[src/design/wbc_cfg.svh]
// Offsets, field positions, reset values and decode constants of the boost control bank
`ifndef WBC_CFG_SVH
`define WBC_CFG_SVH

// Register offsets on the serial bus
`define WBC_RESERVED_STATUS_A_OFF  8'h40
`define WBC_RESERVED_STATUS_B_OFF  8'h41
`define WBC_BOOST_ENABLE_STATUS_OFF 8'h42
`define WBC_STRING_CLAMP_SETTING_OFF 8'h43

// Field positions in boost_enable_status
`define WBC_ON_BIT  0
`define WBC_OK_BIT  1
`define WBC_WE_BIT  2

// Reset values
`define WBC_CLAMP_CODE_RST  6'h3F
`define WBC_ON_RST          1'b0
`define WBC_WE_RST          1'b0

// Clamp decode in units of 10 mV
`define WBC_LO_BASE   12'h1F4
`define WBC_LO_COARSE 12'h0C8
`define WBC_LO_FINE   12'h019
`define WBC_HI_BASE   12'h514
`define WBC_HI_COARSE 12'h190
`define WBC_HI_FINE   12'h032
`define WBC_CLAMP_MAX 12'hB22

`endif

[src/design/wbc_pkg.sv]
// Types shared by the boost control bank
package wbc_pkg;

  // Serial slave states, one-hot
  typedef enum logic [8:0] {
    WBC_IDLE      = 9'h001,
    WBC_ADDR      = 9'h002,
    WBC_ADDR_ACK  = 9'h004,
    WBC_PTR       = 9'h008,
    WBC_PTR_ACK   = 9'h010,
    WBC_WDATA     = 9'h020,
    WBC_WDATA_ACK = 9'h040,
    WBC_RDATA     = 9'h080,
    WBC_RDATA_ACK = 9'h100
  } wbc_state_t;

endpackage

[src/design/wbc_clamp_decode.sv]
// Decoder from string clamp code to clamp voltage in 10 mV units
`include "wbc_cfg.svh"

module wbc_clamp_decode (
  input  wire logic [5:0]  code_in,
  output logic      [11:0] clamp_out
);

  logic [11:0] coarse;
  logic [11:0] fine;

  // Two ranges: the upper one doubles both step sizes
  always_comb
  begin
    coarse = 12'h000;
    fine   = 12'h000;
    if (code_in[5])
    begin
      coarse = 12'(`WBC_HI_COARSE * code_in[4:3]);
      fine   = 12'(`WBC_HI_FINE * code_in[2:0]);
      clamp_out = 12'(`WBC_HI_BASE + coarse + fine);  // RULE_10
    end
    else
    begin
      coarse = 12'(`WBC_LO_COARSE * code_in[4:3]);
      fine   = 12'(`WBC_LO_FINE * code_in[2:0]);
      clamp_out = 12'(`WBC_LO_BASE + coarse + fine);  // RULE_10
    end
  end

endmodule // wbc_clamp_decode

[src/design/wbc_regs.sv]
// Boost regulator control and status bank with its serial slave
// Operation
// RULE_01 - Reserved registers and upper bits are read-only
// RULE_02 - Enable pin high turns the boost on
// RULE_03 - Control bit 0 is read/write enable bit
// RULE_04 - Key press low also turns boost on
// RULE_05 - No enabling condition means boost off
// RULE_06 - Control bit 1 reads power-good state
// RULE_07 - Over-voltage on string clears power-good
// RULE_08 - Host writes bit 2 only with default
// RULE_09 - Threshold bits 5:0 select clamp level
// RULE_10 - Code decodes to two stepped voltage ranges
// RULE_11 - Clamp code resets to all ones
// RULE_12 - Writes to read-only bits are ignored
`include "wbc_cfg.svh"

module wbc_regs #(
  parameter logic [6:0] DEV_ADDR    = 7'h5A,  // Arbitrary bus address
  parameter logic [7:0] RESV_A_VAL  = 8'h00,  // Arbitrary reserved content
  parameter logic [7:0] RESV_B_VAL  = 8'h00,  // Arbitrary reserved content
  parameter logic       WE_DEFAULT  = `WBC_WE_RST
) (
  input  wire logic        sys_clk_in,
  input  wire logic        rst_n_in,
  input  wire logic        scl_in,
  input  wire logic        sda_in,
  output logic             sda_out,
  output logic             sda_oe_out,
  input  wire logic        boost_enable_pin_in,
  input  wire logic        key_press_n_in,
  input  wire logic        string_top_sense_in,
  output logic             boost_en_out,
  output logic             power_good_out,
  output logic [5:0]       clamp_code_out,
  output logic [11:0]      clamp_mv_out
);

  // Pin synchronisers: scl, sda, enable pin, key, over-voltage comparator
  logic [4:0]  meta_r;
  logic [4:0]  sync_r;
  logic        scl_prev_r;
  logic        sda_prev_r;
  logic        scl_s;
  logic        sda_s;
  logic        pin_s;
  logic        key_n_s;
  logic        sense_s;

  always_ff @(posedge sys_clk_in)
  begin
    if (!rst_n_in)
    begin
      meta_r <= 5'h13;  // Idle bus high, key released, pin and sense low
      sync_r <= 5'h13;
    end
    else
    begin
      meta_r <= {key_press_n_in, boost_enable_pin_in, string_top_sense_in, sda_in, scl_in};
      sync_r <= meta_r;
    end
  end

  assign scl_s   = sync_r[0];
  assign sda_s   = sync_r[1];
  assign sense_s = sync_r[2];
  assign pin_s   = sync_r[3];
  assign key_n_s = sync_r[4];

  // Previous bus levels for edge and start/stop detection
  always_ff @(posedge sys_clk_in)
  begin
    if (!rst_n_in)
    begin
      scl_prev_r <= 1'b1;
      sda_prev_r <= 1'b1;
    end
    else
    begin
      scl_prev_r <= scl_s;
      sda_prev_r <= sda_s;
    end
  end

  logic scl_rise;
  logic scl_fall;
  logic start_det;
  logic stop_det;

  assign scl_rise  = scl_s & ~scl_prev_r;
  assign scl_fall  = ~scl_s & scl_prev_r;
  assign start_det = scl_s & scl_prev_r & sda_prev_r & ~sda_s;
  assign stop_det  = scl_s & scl_prev_r & ~sda_prev_r & sda_s;

  // Register storage
  logic        on_r;
  logic        we_r;
  logic [5:0]  code_r;
  logic        pg_r;
  logic        en_r;

  // Serial slave state and byte pointer, declared before the read mux uses them
  wbc_pkg::wbc_state_t state_r;
  logic [3:0]  cnt_r;
  logic [7:0]  shift_r;
  logic [7:0]  ptr_r;
  logic        rw_r;
  logic        nack_r;
  logic        wr_stb_r;
  logic [7:0]  wr_data_r;
  logic [7:0]  wr_addr_r;

  // Read mux; reserved bits read as zero
  logic [7:0] rd_data;

  always_comb
  begin
    rd_data = 8'h00;
    if (ptr_r == `WBC_RESERVED_STATUS_A_OFF)
      rd_data = RESV_A_VAL;  // RULE_01
    else if (ptr_r == `WBC_RESERVED_STATUS_B_OFF)
      rd_data = RESV_B_VAL;  // RULE_01
    else if (ptr_r == `WBC_BOOST_ENABLE_STATUS_OFF)
      rd_data = {5'h00, we_r, pg_r, on_r};  // RULE_01 RULE_06
    else if (ptr_r == `WBC_STRING_CLAMP_SETTING_OFF)
      rd_data = {2'h0, code_r};  // RULE_01
    else
      rd_data = 8'h00;
  end

  // Serial slave state machine; addressing auto-increments after every data byte, read or write
  always_ff @(posedge sys_clk_in)
  begin
    if (!rst_n_in)
    begin
      state_r    <= wbc_pkg::WBC_IDLE;
      cnt_r      <= 4'h0;
      shift_r    <= 8'h00;
      ptr_r      <= 8'h00;
      rw_r       <= 1'b0;
      nack_r     <= 1'b0;
      wr_stb_r   <= 1'b0;
      wr_data_r  <= 8'h00;
      wr_addr_r  <= 8'h00;
      sda_oe_out <= 1'b0;
    end
    else
    begin
      wr_stb_r <= 1'b0;
      if (start_det)
      begin
        state_r    <= wbc_pkg::WBC_ADDR;
        cnt_r      <= 4'h0;
        sda_oe_out <= 1'b0;
      end
      else if (stop_det)
      begin
        state_r    <= wbc_pkg::WBC_IDLE;
        sda_oe_out <= 1'b0;
      end
      else
      begin
        case (state_r)
          wbc_pkg::WBC_ADDR, wbc_pkg::WBC_PTR, wbc_pkg::WBC_WDATA:
          begin
            if (scl_rise)
            begin
              shift_r <= {shift_r[6:0], sda_s};
              cnt_r   <= 4'(cnt_r + 4'h1);
            end
            else if (scl_fall && cnt_r == 4'h8)
            begin
              cnt_r <= 4'h0;
              if (state_r == wbc_pkg::WBC_ADDR)
              begin
                rw_r <= shift_r[0];
                if (shift_r[7:1] == DEV_ADDR)
                begin
                  state_r    <= wbc_pkg::WBC_ADDR_ACK;
                  sda_oe_out <= 1'b1;
                end
                else
                  state_r <= wbc_pkg::WBC_IDLE;  // Not ours: stay off the bus
              end
              else if (state_r == wbc_pkg::WBC_PTR)
              begin
                ptr_r      <= shift_r;
                state_r    <= wbc_pkg::WBC_PTR_ACK;
                sda_oe_out <= 1'b1;
              end
              else
              begin
                wr_stb_r   <= 1'b1;
                wr_data_r  <= shift_r;
                wr_addr_r  <= ptr_r;
                ptr_r      <= 8'(ptr_r + 8'h01);
                state_r    <= wbc_pkg::WBC_WDATA_ACK;
                sda_oe_out <= 1'b1;
              end
            end
          end
          wbc_pkg::WBC_ADDR_ACK, wbc_pkg::WBC_PTR_ACK, wbc_pkg::WBC_WDATA_ACK:
          begin
            if (scl_fall)
            begin
              cnt_r <= 4'h0;
              if (state_r == wbc_pkg::WBC_ADDR_ACK && rw_r)
              begin
                state_r    <= wbc_pkg::WBC_RDATA;
                shift_r    <= rd_data;
                sda_oe_out <= ~rd_data[7];
              end
              else
              begin
                state_r    <= (state_r == wbc_pkg::WBC_ADDR_ACK) ? wbc_pkg::WBC_PTR : wbc_pkg::WBC_WDATA;
                sda_oe_out <= 1'b0;
              end
            end
          end
          wbc_pkg::WBC_RDATA:
          begin
            if (scl_fall)
            begin
              if (cnt_r == 4'h7)
              begin
                state_r    <= wbc_pkg::WBC_RDATA_ACK;
                sda_oe_out <= 1'b0;
                ptr_r      <= 8'(ptr_r + 8'h01);
              end
              else
              begin
                shift_r    <= {shift_r[6:0], 1'b0};
                sda_oe_out <= ~shift_r[6];
                cnt_r      <= 4'(cnt_r + 4'h1);
              end
            end
          end
          wbc_pkg::WBC_RDATA_ACK:
          begin
            if (scl_rise)
              nack_r <= sda_s;
            else if (scl_fall)
            begin
              cnt_r <= 4'h0;
              if (nack_r)
                state_r <= wbc_pkg::WBC_IDLE;  // Master is done reading
              else
              begin
                state_r    <= wbc_pkg::WBC_RDATA;
                shift_r    <= rd_data;
                sda_oe_out <= ~rd_data[7];
              end
            end
          end
          default:
          begin
            state_r    <= wbc_pkg::WBC_IDLE;
            sda_oe_out <= 1'b0;
          end
        endcase
      end
    end
  end

  // Open-drain data line only ever pulls low
  always_ff @(posedge sys_clk_in)
  begin
    if (!rst_n_in)
      sda_out <= 1'b0;
    else
      sda_out <= 1'b0;
  end

  // Writable fields; everything else is dropped without effect
  always_ff @(posedge sys_clk_in)
  begin
    if (!rst_n_in)
    begin
      on_r   <= `WBC_ON_RST;
      we_r   <= WE_DEFAULT;
      code_r <= `WBC_CLAMP_CODE_RST;  // RULE_11
    end
    else if (wr_stb_r)
    begin
      if (wr_addr_r == `WBC_BOOST_ENABLE_STATUS_OFF)
      begin
        on_r <= wr_data_r[`WBC_ON_BIT];  // RULE_03
        we_r <= wr_data_r[`WBC_WE_BIT];  // RULE_08
      end
      else if (wr_addr_r == `WBC_STRING_CLAMP_SETTING_OFF)
        code_r <= wr_data_r[5:0];  // RULE_09 RULE_12
    end
  end

  // Enable: pin, stored bit or key press; any one suffices
  always_ff @(posedge sys_clk_in)
  begin
    if (!rst_n_in)
      en_r <= 1'b0;
    else
      en_r <= pin_s | on_r | ~key_n_s;  // RULE_02 RULE_03 RULE_04 RULE_05
  end

  // Power-good drops at once on over-voltage, even while enabled
  always_ff @(posedge sys_clk_in)
  begin
    if (!rst_n_in)
      pg_r <= 1'b0;
    else
      pg_r <= en_r & ~sense_s;  // RULE_06 RULE_07
  end

  // Clamp level to the analog loop, registered
  logic [11:0] clamp_dec;

  wbc_clamp_decode u_decode (
    .code_in   (code_r),
    .clamp_out (clamp_dec)
  );

  always_ff @(posedge sys_clk_in)
  begin
    if (!rst_n_in)
      clamp_mv_out <= `WBC_CLAMP_MAX;
    else
      clamp_mv_out <= clamp_dec;  // RULE_10
  end

  assign boost_en_out   = en_r;
  assign power_good_out = pg_r;
  assign clamp_code_out = code_r;
endmodule // wbc_regs

[config.mk]
export PLATFORM = sky130hd
export DESIGN_NAME = wbc_regs
export DESIGN_NICKNAME = d
export VERILOG_FILES = /design/src/design/wbc_pkg.sv /design/src/design/wbc_clamp_decode.sv /design/src/design/wbc_regs.sv
export VERILOG_INCLUDE_DIRS = /design/src /design/src/design
export SDC_FILE = /design/constraint.sdc
export NUM_CORES = 1
export LEC_CHECK = 0
export ABC_CLOCK_PERIOD_IN_PS = 3750
export BUFFER_PORTS_ARGS = -buffer_cell sky130_fd_sc_hd__buf_2
export CORE_ASPECT_RATIO = 1.25
export CORE_MARGIN = 2
export CORE_UTILIZATION = 43
export DETAILED_ROUTE_END_ITERATION = 16
export PLACE_DENSITY = 0.69
export SYNTH_ARGS = -nofsm -noshare
export SYNTH_HDL_FRONTEND = slang
export SYNTH_SLANG_ARGS = --single-unit
[constraint.sdc]
create_clock -name sys_clk_in -period 3.75 [get_ports sys_clk_in]
set_clock_uncertainty 0.1 [all_clocks]
set_input_delay 0.75 -clock sys_clk_in [delete_from_list [all_inputs] [get_ports sys_clk_in]]
set_output_delay 0.75 -clock sys_clk_in [all_outputs]
set_load 0.01 [all_outputs]
After elaboration in Yosys (flattened, before gate mapping)
Index checks and enable logic that the tools add are counted.
{ "classes": {"addsub": 6, "multipliers": 4, "eq_ne": 38, "n_mux": 57, "bitwise_logic": 27, "n_reduce_logical": 20} }
{ "ops": {"columns": ["cell", "count"], "rows": [
  ["8-bit two-way mux", 16],
  ["9-bit two-way mux", 8],
  ["8-bit by 7-bit equality test with 1-bit output, second input constant", 6],
  ["9-bit one-hot mux with 4 select lines", 1],
  ["8-bit one-hot mux with 4 select lines", 1],
  ["6-bit two-way mux", 5],
  ["4-bit != test, second input constant", 7],
  ["4-bit two-way mux", 6],
  ["2-bit != test, second input constant", 12],
  ["7-bit AND reduction", 3],
  ["5-bit by 3-bit multiplier with 8-bit output, first input constant", 2],
  ["1-bit inverter", 16],
  ["4-bit one-hot mux with 4 select lines", 1],
  ["8-bit one-hot mux with 2 select lines", 1],
  ["8-bit AND reduction", 2],
  ["5-bit by 2-bit multiplier with 7-bit output, first input constant", 2],
  ["11-bit by 11-bit adder with 12-bit output, first input constant", 1],
  ["12-bit by 8-bit adder with 12-bit output", 1],
  ["12-bit by 9-bit adder with 12-bit output", 1],
  ["1-bit two-way mux", 12],
  ["12-bit two-way mux", 1],
  ["6-bit AND reduction", 2],
  ["9-bit by 10-bit adder with 11-bit output, first input constant", 1],
  ["11-bit AND reduction", 1],
  ["other kinds (30)", 43]
]} }
{ "word_totals": {"regBits": 81, "inputBits": 7, "output_inout_bits": 22, "elab_cells": 173} }

Longest topological paths before layout
{ "depth": {"word_depth": 9, "ltp_mapped": 15, "mapped_depth_nobuf": 15} }

Hierarchy
From an unflattened synthesis, not the netlist that was laid out.
{ "unflattened": {"cells_unflattened": 548, "area_unflattened_um2": 4769.6} }
{ "by_module_without_submodules": {"columns": ["mod", "instances", "cells_each", "area_each_um2"], "rows": [
  ["wbc_regs", 1, 430, 3857.4],
  ["wbc_clamp_decode", 1, 118, 912.1]
]} }

Least setup slack after synthesis
OpenSTA, ideal clock, no wires.
{ "synth_path": {"path_type": "register to register", "startpoint": "register code_r[1] (netlist: clamp_code_out[1])", "endpoint": "register clamp_mv_out[10]", "t_arrival_ps": 2753, "required_ps": 3534, "slack_ps": 781, "stages_incl_launch_ff": 16, "n_path_buf": 0, "period_less_slack_ps": 2969, "path_cell_list": "dfxtp_1 inv_1 ha_1 inv_1 ha_1 ha_1 nor2_1 fa_1 inv_1 ha_1 nand2_1 nor2_1 or3_1 o21ai_0 o21ai_0 o211a_1"} }
{ "synth_between": {"elab_chain_cells": 3} }
{ "synth_rtl": {"columns": ["element", "line_no", "source"], "rows": [
  ["start: declaration", "wbc_regs.sv:97", "logic [5:0] code_r;"],
  ["start signal: assignment", "wbc_regs.sv:280", "code_r <= `WBC_CLAMP_CODE_RST;"],
  ["start signal: assignment", "wbc_regs.sv:290", "code_r <= wr_data_r[5:0];"],
  ["5-bit by 3-bit multiplier with 8-bit output (no source line)", null, null],
  ["12-bit by 8-bit adder with 12-bit output (no source line) / 12-bit by 9-bit adder with 12-bit output (equally long branches)", null, null],
  ["12-bit two-way mux *", "wbc_clamp_decode.sv:17", "if (code_in[5])"],
  ["end signal: assignment", "wbc_regs.sv:323", "clamp_mv_out <= `WBC_CLAMP_MAX;"],
  ["end signal: assignment", "wbc_regs.sv:325", "clamp_mv_out <= clamp_dec;"],
  ["end: declaration", "wbc_regs.sv:35", "output logic [11:0] clamp_mv_out"]
]} }
Every way passes the cells marked *; elsewhere a longest branch is shown, timed or not.
A chain may end at the register's enable or synchronous reset.

Worst setup path in the final report
Ends and elaborated chain as after synthesis.

==> flow_metrics.tcl <==
set metrics [dict create \
    outcome "complete, no violations" \
    grt_antenna_before_repair 0 \
    power-per-cell-area_nw_per_um2 356 \
    root_buffer "sky130_fd_sc_hd__clkbuf_16" \
    postCtsHoldBufs 0 \
    global_route_wire_length_before_repair_mm 17.2 \
    detailedPlace.worstSlack_ps 643 \
    initial_utilization_pct 43.7 \
    n_antenna_cell 0 \
    drt_drc_violations_left 0 \
    cell_count_after_placement 659 \
    final_setup_vio_count 0 \
    port-buffer-count 27 \
    yosys-top-cells-area "sky130_fd_sc_hd__dfxtp_1 (35%), sky130_fd_sc_hd__mux2i_1 (8.7%), sky130_fd_sc_hd__ha_1 (8.2%), sky130_fd_sc_hd__nand2_1 (4.8%), sky130_fd_sc_hd__nor2b_1 (4.0%)" \
    arrival_time_of_the_worst_setup_path_ps 3260 \
    post_route_setup_tns_ps 0 \
    max_vdd_drop_v 0.000202 \
    netlist.area_leader.share_pct 35.3 \
    yosys_warnings 0 \
    maxClockFrequency_mhz 320 \
    number_of_global_route_vias_before_repair 3595 \
    hp-class "flop to flop" \
    post-route-period-util_pct 83.2 \
    fp.coreArea_um2 10500 \
    clk_transition_reported_paths_ps 70 \
    static_leakage_nw 2.13 \
    finish.cell_count_without_fillers 675 \
    cts_buffer_count 9 \
    cap_violations 0 \
    floorplan.die.height_um 120 \
    drt_wl_total_mm 10.1 \
    syn_inst 517 \
    synth_enable_flop_cells 0 \
    drt_iter0_markers 237 \
    number_of_nets_with_antenna_violations_after_detailed_routing 0 \
    total_number_of_vias 3735 \
    relSlewSlack_pct 46.0 \
    finalMaxSlewViolations 0 \
    grt_remaining_overflow 0 \
    worstSetupEndpointType "flop" \
    post_drt_via_cell_ratio 5.53 \
    synth_most_common_cell "sky130_fd_sc_hd__dfxtp_1" \
    cts_sinks 81 \
    placementRows 42 \
    clock_tree_from_tritoncts "yes" \
    worstSkewPairLatency_ps 350 \
    min_period_ps 3120 \
    areaGrowthSynthToFinish_pct 11.8 \
    post_synthesis_cell_area_um2 4590 \
    critPathMaxFanout 7 \
    detailed_routing_iteration_count_for_the_pre_antenna_repair_pass 5 \
    power_mw 1.83 \
    grt_start_max_net_pins 42 \
    dominantRegCellSynth "sky130_fd_sc_hd__dfxtp_1" \
    syn-num-nets 558 \
    cp-start-kind "flop" \
    maximum_clock_insertion_buffer_count 2 \
    routed_wire_length_per_instance_um 14.9 \
    finalHoldViolCount 0 \
    netlist-cell-type-count 67 \
    htree_levels 3 \
    final_weighted_congestion_in_routability_driven_placement 0.897 \
    ys_async_sr_fraction_pct 0 \
    tightest_slew_ps 809 \
    drive_above_1_share_pct 11.2 \
    unrepaired_setup_endpoints_after_global_routing "no" \
    ios 29 \
    detailed_place_hpwl_mm 7.42 \
    detailed_place.area_um2 4820 \
    finish.instance_area_um2 5130 \
    die_area_um2 11500 \
    syn-mean-instance-area_um2 8.88 \
    fp.dieW_um 96.4 \
    crit_type "flop to flop" \
    timing.final.ws_setup_ps 628 \
    seq_area_frac_synth_pct 35.3 \
    finalHoldWorstSlack_ps 283 \
    resize_count_post_cts 0 \
    final_net_count 579 \
    fin_util_pct 48.8 \
    cts_post_setup_buffers_inserted 0 \
    netlist_top_cells_count "sky130_fd_sc_hd__dfxtp_1 (81), sky130_fd_sc_hd__nand2_1 (59), sky130_fd_sc_hd__mux2i_1 (40), sky130_fd_sc_hd__nor2_1 (31), sky130_fd_sc_hd__ha_1 (30)" \
    yosys_register_bits 81 \
    grt.total_usage_pct 19.1 \
    critPathRequiredTime_ps 3880 \
    synth_top_cell_by_area "sky130_fd_sc_hd__dfxtp_1" \
]
-- metal layers --
layer,track usage (%),vias up,routed length [µm]
met1,23.4,1797,4390
met5,0,-,0
met4,7.48,0,210
met3,3.26,15,309
li1,-,1858,-
met2,32.8,65,5160
-- layout make-up --
class	instances	area, µm²
repair buffers	31	165
clock inverters	7	86.3
multi-input cells	388	2770
well taps	132	165
inverters	27	101
clock buffers	9	225
fillers	994	5380
flip-flops and latches	81	1620
-- critical path, stage by stage, from the launching register on --
cell and delay, ps:
sky130_fd_sc_hd__dfxtp_1 450, sky130_fd_sc_hd__inv_1 90, sky130_fd_sc_hd__ha_1 310, sky130_fd_sc_hd__inv_1 70, sky130_fd_sc_hd__ha_1 200, sky130_fd_sc_hd__ha_1 170, sky130_fd_sc_hd__nor2_1 120, sky130_fd_sc_hd__fa_1 420
sky130_fd_sc_hd__inv_1 60, sky130_fd_sc_hd__ha_1 250, sky130_fd_sc_hd__nand2_1 80, sky130_fd_sc_hd__nor2_1 60, sky130_fd_sc_hd__or3_1 300, sky130_fd_sc_hd__o21ai_0 80, sky130_fd_sc_hd__o21ai_0 100, sky130_fd_sc_hd__o211a_1 140
-- final timing paths --
path | startpoint | to | slack (ps) | depth (start not counted)
min | sync_r[2]$_SDFF_PN0_ | power_good_out$_SDFF_PN0_ | 280 | 1
max reg2reg | clamp_code_out[1]$_SDFFE_PN1P_ | clamp_mv_out[10]$_SDFF_PN0_ | 630 | 15
min reg2reg | sync_r[2]$_SDFF_PN0_ | power_good_out$_SDFF_PN0_ | 280 | 1
max | clamp_code_out[1]$_SDFFE_PN1P_ | clamp_mv_out[10]$_SDFF_PN0_ | 630 | 15
-- flip-flops by register name, indices dropped and copies added (netlist names), 4 cells and up --
| signal | count |
|---|---|
| shift_r | 8 |
| clamp_code_out | 6 |
| ptr_r | 8 |
| meta_r | 5 |
| cnt_r | 4 |
| clamp_mv_out | 12 |
| wr_addr_r | 8 |
| wr_data_r | 6 |
| sync_r | 5 |
| state_r | 9 |
-- power breakdown --
| part | leakage [nW] | internal (mW) | total (mW) | switching (mW) |
|---|---|---|---|---|
| clock | 0.150 | 0.529 | 0.915 | 0.386 |
| combinational | 1.32 | 0.0152 | 0.0403 | 0.0251 |
| sequential | 0.656 | 0.867 | 0.871 | 0.00428 |
| total | 2.13 | 1.41 | 1.83 | 0.415 |
-- kinds of logic after synthesis --
family | share of synthesized area, %
AND/OR/NAND/NOR | 24.4
AO/OA/AOI/OAI | 14.9
flip-flops | 35.3
buffers and inverters | 4.41
multiplexers | 8.96
adder cells (fa/ha/maj) | 9.92
XOR/XNOR | 2.10
other | 0.0817
-- cells in the final DEF (no fill, tap or decap), types with 8 or more instances in the layout --
| cell | netlist | final |
|---|---|---|
| sky130_fd_sc_hd__a21boi_0 | 8 | 8 |
| sky130_fd_sc_hd__a21oi_1 | 14 | 14 |
| sky130_fd_sc_hd__and2_1 | 10 | 10 |
| sky130_fd_sc_hd__buf_2 | 3 | 27 |
| sky130_fd_sc_hd__clkbuf_16 | 0 | 9 |
| sky130_fd_sc_hd__dfxtp_1 | 81 | 81 |
| sky130_fd_sc_hd__ha_1 | 30 | 30 |
| sky130_fd_sc_hd__inv_1 | 27 | 27 |
| sky130_fd_sc_hd__mux2i_1 | 40 | 40 |
| sky130_fd_sc_hd__nand2_1 | 59 | 59 |
| sky130_fd_sc_hd__nand2b_1 | 13 | 13 |
| sky130_fd_sc_hd__nand3_1 | 13 | 13 |
| sky130_fd_sc_hd__nor2_1 | 31 | 31 |
| sky130_fd_sc_hd__nor2b_1 | 29 | 29 |
| sky130_fd_sc_hd__o21ai_0 | 26 | 26 |
| sky130_fd_sc_hd__o31ai_1 | 8 | 8 |
(Power assumes the default switching activity.)
